## config.mk

```make
export PLATFORM = sky130hd
export DESIGN_NAME = acc_ctrl
export DESIGN_NICKNAME = d
export VERILOG_FILES = /design/src/rtl/acc_pkg.sv /design/src/rtl/acc_sar_tick_if.sv /design/src/rtl/acc_sar_tick.sv /design/src/rtl/acc_ctrl.sv
export VERILOG_INCLUDE_DIRS = /design/src /design/src/rtl
export SDC_FILE = /design/constraint.sdc
export NUM_CORES = 1
export LEC_CHECK = 0
export ABC_AREA = 0
export BUFFER_PORTS_ARGS = -buffer_cell sky130_fd_sc_hd__buf_4
export CAP_MARGIN = 5
export CORE_UTILIZATION = 45
export DETAILED_ROUTE_END_ITERATION = 12
export PLACE_DENSITY = 0.7
export SYNTH_ARGS = -nofsm -noshare
export SYNTH_HDL_FRONTEND = slang
export SYNTH_SLANG_ARGS = --single-unit
```

## constraint.sdc

```tcl
create_clock -name ref_clk -period 2.5 [get_ports ref_clk]
set_input_delay 0.25 -clock ref_clk [delete_from_list [all_inputs] [get_ports ref_clk]]
set_output_delay 0.25 -clock ref_clk [all_outputs]
set_load 0.1 [all_outputs]
```

## src/rtl/acc_defs.svh

```systemverilog
`ifndef ACC_DEFS_SVH
`define ACC_DEFS_SVH

`define ACC_CTRL_ADDR 8'hE8
`define ACC_CTRL_RESET 8'h00
`define ACC_BIT_EN 7
`define ACC_BIT_TM 6
`define ACC_BIT_DONE 5
`define ACC_BIT_BUSY 4
`define ACC_BIT_CM_HI 3
`define ACC_BIT_CM_LO 2
`define ACC_BIT_WIN 1
`define ACC_BIT_LJST 0
`define ACC_TRACK_CLKS 4'h3
`define ACC_CONV_CLKS 4'hB
`define ACC_SAR_DIV_DEFAULT 8'h1F

`endif

```

## src/rtl/acc_pkg.sv

```systemverilog
`default_nettype none
package acc_pkg;
  typedef enum logic [1:0] {
    ACC_SRC_SOFT = 2'b00,
    ACC_SRC_TMR3 = 2'b01,
    ACC_SRC_STRB = 2'b10,
    ACC_SRC_TMR2 = 2'b11
  } acc_src_t;
  typedef enum logic [1:0] {
    ACC_ST_IDLE = 2'b00,
    ACC_ST_TRACK = 2'b01,
    ACC_ST_CONV = 2'b10
  } acc_state_t;
endpackage : acc_pkg
`default_nettype wire

```

## src/rtl/acc_sar_tick_if.sv

```systemverilog
`default_nettype none
interface acc_sar_tick_if;
  logic [7:0] div;
  logic run;
  logic tick;
  modport gen (input div, input run, output tick);
  modport use_ (output div, output run, input tick);
endinterface : acc_sar_tick_if
`default_nettype wire

```

## src/rtl/acc_sar_tick.sv

```systemverilog
`default_nettype none
`include "acc_defs.svh"
module acc_sar_tick
  import acc_pkg::*;
(
  input wire logic ref_clk,
  input wire logic reset,
  acc_sar_tick_if.gen tk
);
  logic [7:0] cnt_reg;
  logic [7:0] cnt_next;
  logic tick_next;

  always_comb begin
    cnt_next = cnt_reg;
    tick_next = 1'b0;
    if (!tk.run) begin
      // restart so every conversion sees whole converter clocks
      cnt_next = 8'h00;
    end else if (cnt_reg >= tk.div) begin
      cnt_next = 8'h00;
      tick_next = 1'b1;
    end else begin
      cnt_next = cnt_reg + 8'h01;
    end
  end

  always_ff @(posedge ref_clk) begin
    if (reset) begin
      cnt_reg <= 8'h00;
    end else begin
      cnt_reg <= cnt_next;
    end
  end

  // unregistered: a converter clock ends div+1 cycles after start, not one cycle later
  assign tk.tick = tick_next;
endmodule : acc_sar_tick
`default_nettype wire

```

## src/rtl/acc_ctrl.sv

```systemverilog
`default_nettype none
`include "acc_defs.svh"
module acc_ctrl
  import acc_pkg::*;
(
  input wire logic ref_clk,
  input wire logic reset,
  input wire logic [7:0] sfr_addr,
  input wire logic [7:0] sfr_wdata,
  input wire logic sfr_wr,
  input wire logic sfr_rd,
  output logic [7:0] sfr_rdata,
  input wire logic [7:0] sar_div,
  input wire logic ext_convert_strobe,
  input wire logic tmr2_overflow,
  input wire logic tmr3_overflow,
  input wire logic window_match,
  output logic conv_powered,
  output logic conv_tracking,
  output logic conv_sample,
  output logic conv_done_pulse
);
  logic [7:0] ctrl_reg;
  logic [7:0] ctrl_next;
  acc_state_t state_reg;
  acc_state_t state_next;
  logic [3:0] clk_cnt_reg;
  logic [3:0] clk_cnt_next;
  logic strb_d_reg;
  logic strb_d_next;
  logic [7:0] rdata_reg;
  logic [7:0] rdata_next;
  logic powered_reg;
  logic powered_next;
  logic track_reg;
  logic track_next;
  logic sample_reg;
  logic sample_next;
  logic done_reg;
  logic done_next;
  logic start;
  logic strb_rise;
  logic wr_hit;
  acc_src_t src;
  logic en;
  logic tm;
  acc_sar_tick_if tk ();

  // single-cycle bus: a write lands on the edge that sees sfr_wr
  assign wr_hit = sfr_wr && (sfr_addr == `ACC_CTRL_ADDR);
  assign en = ctrl_reg[`ACC_BIT_EN];
  assign tm = ctrl_reg[`ACC_BIT_TM];
  assign src = acc_src_t'(ctrl_reg[`ACC_BIT_CM_HI:`ACC_BIT_CM_LO]);
  assign strb_rise = ext_convert_strobe && !strb_d_reg;
  assign tk.div = sar_div;
  assign tk.run = (state_reg != ACC_ST_IDLE);

  // converter clock restarts at every start, so each phase sees whole clocks
  acc_sar_tick u_tick (
    .ref_clk(ref_clk),
    .reset(reset),
    .tk(tk)
  );

  // a start seen outside idle is dropped, not queued
  always_comb begin
    unique case (src)
      ACC_SRC_SOFT: start = wr_hit && sfr_wdata[`ACC_BIT_BUSY];
      ACC_SRC_TMR3: start = tmr3_overflow;
      ACC_SRC_STRB: start = strb_rise;
      ACC_SRC_TMR2: start = tmr2_overflow;
    endcase
  end

  // conversion sequencer
  always_comb begin
    state_next = state_reg;
    clk_cnt_next = clk_cnt_reg;
    done_next = 1'b0;
    if (!en) begin
      state_next = ACC_ST_IDLE;
      clk_cnt_next = 4'h0;
    end else begin
      unique case (state_reg)
        ACC_ST_IDLE: begin
          if (start) begin
            clk_cnt_next = 4'h0;
            // strobe already defined the track window, so go straight to converting
            if (tm && src != ACC_SRC_STRB) begin
              state_next = ACC_ST_TRACK;
            end else begin
              state_next = ACC_ST_CONV;
            end
          end
        end
        ACC_ST_TRACK: begin
          if (tk.tick) begin
            if (clk_cnt_reg == `ACC_TRACK_CLKS - 4'h1) begin
              clk_cnt_next = 4'h0;
              state_next = ACC_ST_CONV;
            end else begin
              clk_cnt_next = clk_cnt_reg + 4'h1;
            end
          end
        end
        ACC_ST_CONV: begin
          if (tk.tick) begin
            if (clk_cnt_reg == `ACC_CONV_CLKS - 4'h1) begin
              clk_cnt_next = 4'h0;
              state_next = ACC_ST_IDLE;
              done_next = 1'b1;
            end else begin
              clk_cnt_next = clk_cnt_reg + 4'h1;
            end
          end
        end
        default: begin
          state_next = ACC_ST_IDLE;
        end
      endcase
    end
  end

  // control register; hardware sets win over same-cycle software clears
  always_comb begin
    ctrl_next = ctrl_reg;
    if (wr_hit) begin
      ctrl_next = sfr_wdata;
      ctrl_next[`ACC_BIT_BUSY] = ctrl_reg[`ACC_BIT_BUSY]; // write of 1 only starts
    end
    ctrl_next[`ACC_BIT_BUSY] = (state_next != ACC_ST_IDLE);
    if (done_next) begin
      ctrl_next[`ACC_BIT_DONE] = 1'b1;
    end
    if (window_match) begin
      ctrl_next[`ACC_BIT_WIN] = 1'b1;
    end
  end

  // read data holds until the next read strobe
  always_comb begin
    rdata_next = rdata_reg;
    if (sfr_rd && sfr_addr == `ACC_CTRL_ADDR) begin
      rdata_next = ctrl_reg;
    end else if (sfr_rd) begin
      rdata_next = 8'h00;
    end
  end

  // power, tracking and sampling all follow the stored enable, so they never disagree
  always_comb begin
    strb_d_next = ext_convert_strobe;
    powered_next = en;
    sample_next = (state_reg == ACC_ST_TRACK || state_reg == ACC_ST_IDLE) &&
      (state_next == ACC_ST_CONV);
    if (!en) begin
      track_next = 1'b0;
    end else if (!tm) begin
      track_next = (state_next != ACC_ST_CONV);
    end else if (src == ACC_SRC_STRB) begin
      track_next = !ext_convert_strobe && state_next == ACC_ST_IDLE;
    end else begin
      track_next = (state_next == ACC_ST_TRACK);
    end
  end

  always_ff @(posedge ref_clk) begin
    if (reset) begin
      rdata_reg <= 8'h00;
    end else begin
      rdata_reg <= rdata_next;
    end
  end

  // sequencer and control register
  always_ff @(posedge ref_clk) begin
    if (reset) begin
      ctrl_reg <= `ACC_CTRL_RESET;
      state_reg <= ACC_ST_IDLE;
      clk_cnt_reg <= 4'h0;
    end else begin
      ctrl_reg <= ctrl_next;
      state_reg <= state_next;
      clk_cnt_reg <= clk_cnt_next;
    end
  end

  // powered lags the enable bit by one cycle, as tracking and sampling do
  always_ff @(posedge ref_clk) begin
    if (reset) begin
      strb_d_reg <= 1'b0;
      powered_reg <= 1'b0;
      track_reg <= 1'b0;
      sample_reg <= 1'b0;
      done_reg <= 1'b0;
    end else begin
      strb_d_reg <= strb_d_next;
      powered_reg <= powered_next;
      track_reg <= track_next;
      sample_reg <= sample_next;
      done_reg <= done_next;
    end
  end

  assign sfr_rdata = rdata_reg;
  assign conv_powered = powered_reg;
  assign conv_tracking = track_reg;
  assign conv_sample = sample_reg;
  assign conv_done_pulse = done_reg;
endmodule : acc_ctrl
`default_nettype wire

```

==> results.cfg, run 1 <==
[pwr]
p_leak_nw = 0.989
ir_worst_vdd_mv = 0.288
power_density_nw_per_um2 = 447

[placement]
port_buffers = 43
dp_hpwl_um = 3070
gp_congestion = 0.792

[yosys]
synth_edf_count = 0
ys_seq_area_share_pct = 36.9
ys.flop_type = dfxtp_1
syn_area_per_cell_um2 = 8.47
synth.area.top_cells = dfxtp_1 37%, ha_1 9.9%, nand3_1 6.3%, a21oi_1 5.5%, nand2b_1 4.0%
synth.net_count = 271
synthCells = 224
synth_cell_types = 49
syn_area_um2 = 1900
synth_top_area_share_pct = 36.9
async_flop_share_pct = 0
ys_seq_elements = 35
yosys_warnings = 0
synth.largest_area_cell = dfxtp_1

[clocking]
htreeDepth = 2
post-cts-setup-buffers = 0
cts.sinks = 35
clk_pin_slew_worst_paths_ns = 0.07
insertion_delay_ns = 0.29
ctsHoldBuffers = 0
cts_tree = yes
cts-root-buf = clkbuf_8
numCtsBuffers = 5
cts_resized = 0
cts.path.max_buffers = 2

[critical_path]
crit_arrival_ns = 2.40
slowest_stage = nor3b_1
max_stage_delay_ns = 0.45
crit_start = state_reg[0]$_SDFF_PP0_
startpoint_type = register
r2r-start = state_reg[0]$_SDFF_PP0_
required_ns = 2.68
worstSetupEndpointType = register
crit_chain = inv_1 -> ha_1 -> nor3b_1 -> o2111ai_1 -> nand2_1 -> o21ai_2 -> and3b_1 -> o311a_1
critPathMaxFanout = 7
critPathKind = register to register

[sta]
slew_violations = 0
setup-tns-final_ns = 0
slew_headroom_pct = 57.3
holdWs_ns = 0.202
period_needed_ns = 2.23
fmax_mhz = 449
finalSetupViolations = 0
hold_viol = 0
final.period_utilization_pct = 89.1
fin_skew_ns = 0.00433
rsz0062_at_grt = false
tightestPinTransition_ns = 0.639

[die]
start_util_pct = 47.1
rows = 23
fp.dieW_um = 66.9
pin_count = 44
core_um2 = 4030
die_area_um2 = 4480
die_h_um = 66.9

[run]
max-cap-violations = 0

[min_path]
worstHoldStart = window_match
hold_class = input pin to register

[finish]
multiInputGateArea_um2 = 1120
most-common-layout-cells = 45 x buf_4, 35 x dfxtp_1, 24 x nand3_1, 21 x a21oi_1, 19 x nand2_1
seq_area_um2 = 701
n_antenna_cell = 0
drive_gt1_share_pct = 22.8
syn_to_final_growth_pct = 24.1
fill_cells = 396
nNetsFinal = 315
layout_commonest_cell = buf_4

[drt]
first_pass_iters = 5
first_iter_violations = 82
avgViaCountPerCell = 5.36
wl_per_cell_um = 13.2
vias = 1706
totalWireLength_um = 4190
drc = 0
ant_nets = 0

[global_routing]
grt_usage_pct = 21.0
grt_overflow_total = 0
antenna_found_initial = 0
grt_pass1_vias = 1556
grt_pass1_wl_um = 7070
grt_start_max_net_pins = 21

[outcome]
status = completed
-- routing by layer --
| layer | vias to the layer above | GRT usage (%) | routed length, um |
|---|---|---|---|
| li1 | 873 | - | - |
| met1 | 794 | 27.1 | 2000 |
| met2 | 33 | 33.1 | 1940 |
| met3 | 6 | 4.79 | 201 |
| met4 | 0 | 8.78 | 51 |
| met5 | - | 0 | 0 |
-- logic make-up (layout without fill, tap and decap cells) --
kind of cell,count (synthesis),count (layout),synth area share (%)
simple gates,92,92,26.3
compound gates,51,51,17.7
flops,35,35,36.9
buf+inv,21,65,4.22
fa+ha+maj,15,15,9.89
xor+xnor,6,6,2.77
mux,4,4,2.18
-- final cells by class --
| cell class | instances | share of cell area [%] |
|---|---|---|
| flip-flops and latches | 35 | 29.8 |
| repair buffers | 45 | 14.4 |
| well taps | 50 | 2.66 |
| clock inverters | 1 | 0.213 |
| clock buffers | 6 | 3.51 |
| multi-input cells | 168 | 47.4 |
| inverters | 13 | 2.07 |
-- stage by stage --
step	worst slack [ns]	area [um2]	power, mW	utilization, %	std cells
5_1_grt	0.134	2350	1.09	58.4	318
2_1_floorplan	0.584	1900	0.600	-	224
3_5_place_dp	0.342	2270	0.643	56.2	311
6_report	0.273	2350	1.05	58.4	318
4_1_cts	0.321	2350	1.06	58.4	318
3_3_place_gp	0.386	2270	0.642	56.2	311
-- final timing paths --
kind | end | slack (ns) | depth (start not counted)
worst max-delay path | conv_tracking$_SDFF_PP0_ | 0.27 | 8
worst min-delay path | ctrl_reg[1]$_SDFFE_PP0P_ | 0.20 | 3
worst max register to register | conv_tracking$_SDFF_PP0_ | 0.27 | 8
worst min register to register | sfr_rdata[4]$_SDFFE_PP0P_ | 0.47 | 2
-- critical path: cells and delay by family (launching register included) --
family / cells / cell delay [ns]
and+or+nand+nor: 3 / 0.78
AOI/OAI and AO/OA: 3 / 0.55
DFF: 1 / 0.44
adders and majority gates: 1 / 0.25
buffers and inverters: 1 / 0.10
-- synth_stat cells, types with 2 or more instances --
master / number
a21oi_1: 21
a31oi_1: 2
and3_1: 2
clkbuf_1: 7
dfxtp_1: 35
ha_1: 15
inv_1: 13
mux2i_1: 3
nand2_1: 19
nand2b_1: 12
nand3_1: 24
nand3b_1: 3
nor2_1: 15
nor2b_1: 4
nor3b_1: 2
o211ai_1: 2
o21ai_0: 7
o21ai_2: 2
or3_1: 2
xor2_1: 5
-- report_power, final --
| part | total (mW) | internal (mW) | leakage (nW) | switching, mW |
|---|---|---|---|---|
| Combinational | 0.0698 | 0.0417 | 0.660 | 0.0281 |
| Clock | 0.423 | 0.216 | 0.0470 | 0.206 |
| Sequential | 0.560 | 0.559 | 0.282 | 0.000815 |
No activity file was read; power rests on OpenSTA's default activity.
==> run 2, diff against run 1 <==
BUFFER_PORTS_ARGS = -buffer_cell sky130_fd_sc_hd__buf_2   (was -buffer_cell sky130_fd_sc_hd__buf_4)
CORE_MARGIN = 2   (was unset)
==> run 2 against run 1 <==
Against the previous run:
- first-iteration DRC count increased by 1.2%
- final cell count unchanged
- setup slack worse by 0.045 ns
- design area is 3.7% lower
- clock power up 16%
- sequential cell count did not move
- via count down 1.1%
- global-route usage decreased by 3.1 points
- routed wire length is 6.0% lower
==> results.cfg, run 2 (same netlist as run 1, synthesis figures left out) <==
[outcome]
status = completed

[sta]
slew_headroom_pct = 57.3
tightestPinTransition_ns = 0.639
fmax_mhz = 440
hold_viol = 0
period_needed_ns = 2.27
rsz0062_at_grt = false
final.period_utilization_pct = 90.9
slew_violations = 0
setup-tns-final_ns = 0
finalSetupViolations = 0
fin_skew_ns = 0.00650

[critical_path]
crit_chain = inv_1 -> ha_1 -> nor4bb_1 -> o211a_1 -> a221oi_1 -> a31o_2 -> a211oi_2 -> nor3b_1
startpoint_type = register
reg2reg_depth = 8
critPathKind = register to register
slowest_stage = dfxtp_1
max_stage_delay_ns = 0.45
crit_arrival_ns = 2.48
required_ns = 2.70
critPathBufInv = 1
worstSetupEndpointType = register
path_delay_family = compound AO/OA/AOI/OAI gates
critPathMaxFanout = 7
crit_cells = 8

[die]
core_um2 = 4030
pin_count = 44
die_area_um2 = 4750
rows = 23
fp.dieW_um = 68.9
start_util_pct = 47.1
die_h_um = 68.9

[drt]
wl_per_cell_um = 12.4
vias = 1687
first_iter_violations = 83
drc = 0
avgViaCountPerCell = 5.31
totalWireLength_um = 3940
first_pass_iters = 4
ant_nets = 0

[clocking]
clk_pin_slew_worst_paths_ns = 0.07
cts.sinks = 35
post-cts-setup-buffers = 0
cts_tree = yes
ctsHoldBuffers = 0
insertion_delay_ns = 0.29
htreeDepth = 2
cts.path.max_buffers = 2
cts-root-buf = clkbuf_8
cts_resized = 0
numCtsBuffers = 5

[global_routing]
grt_start_max_net_pins = 21
antenna_found_initial = 0
grt_overflow_total = 0
grt_usage_pct = 17.8
grt_pass1_vias = 1476
grt_pass1_wl_um = 6290

[pwr]
fin_total_pwr_mw = 1.10
ir_worst_vdd_mv = 0.384
p_leak_nw = 0.968
power_density_nw_per_um2 = 487

[finish]
most-common-layout-cells = 43 x buf_2, 35 x dfxtp_1, 24 x nand3_1, 21 x a21oi_1, 19 x nand2_1
drive_gt1_share_pct = 22.8
n_antenna_cell = 0
fin_util_pct = 56.2
nNetsFinal = 315
final_area_um2 = 2270
syn_to_final_growth_pct = 19.5
layout_commonest_cell = buf_2

[placement]
gp_congestion = 0.875
dpl-instance-area_um2 = 2160
dp_hpwl_um = 2920
port_buffers = 43

[min_path]
min_path_cells = 3
hold_class = input pin to register

[run]
max-cap-violations = 0
## run 2: final timing paths
check | from | slack [ns] | endpoint
min reg2reg | ctrl_reg[0]$_SDFFE_PP0N_ | 0.46 | ctrl_reg[0]$_SDFFE_PP0N_
max reg2reg | state_reg[0]$_SDFF_PP0_ | 0.23 | conv_sample$_SDFF_PP0_
min | window_match | 0.20 | ctrl_reg[1]$_SDFFE_PP0P_
max | state_reg[0]$_SDFF_PP0_ | 0.23 | conv_sample$_SDFF_PP0_
## run 2: metrics by stage
step	hold WS (ns)	instances	worst slack, ns
final	0.195	318	0.228
after global routing	0.211	318	0.0819
after CTS	0.191	318	0.232
after detailed placement	0.448	311	0.300
after global placement	0.446	311	0.215
after floorplan	0.378	224	0.584
## run 2: power breakdown
group          internal [mW]  total [mW]  switching [mW]
logic                 0.0281      0.0553          0.0272
clock network          0.292       0.489           0.197
registers              0.559       0.560        0.000825
## run 2: area by class of cell
type / count / area, um2
Multi-Input combinational cell: 168 / 1120
Clock buffer: 6 / 72.6
Inverter: 13 / 48.8
Sequential cell: 35 / 701
Timing Repair Buffer: 45 / 230
Fill cell: 398 / 1760
Clock inverter: 1 / 30.0
Tap cell: 50 / 62.6
## run 2: layer usage
metal | vias to the layer above | part of all wire [%] | track usage (%)
met3 | 6 | 6.0 | 4.87
met5 | - | 0 | 0
met4 | 0 | 1.4 | 5.88
met2 | 37 | 47 | 29.1
li1 | 876 | - | -
met1 | 768 | 46 | 22.7
## run 2: worst reg2reg max path: cells and delay by family (launching register included)
kind,cells,cell delay [ns]
AND/OR/NAND/NOR,2,0.63
flip-flops,1,0.45
adder cells (fa/ha/maj),1,0.25
buffers and inverters,1,0.11
AO/OA/AOI/OAI,4,0.76
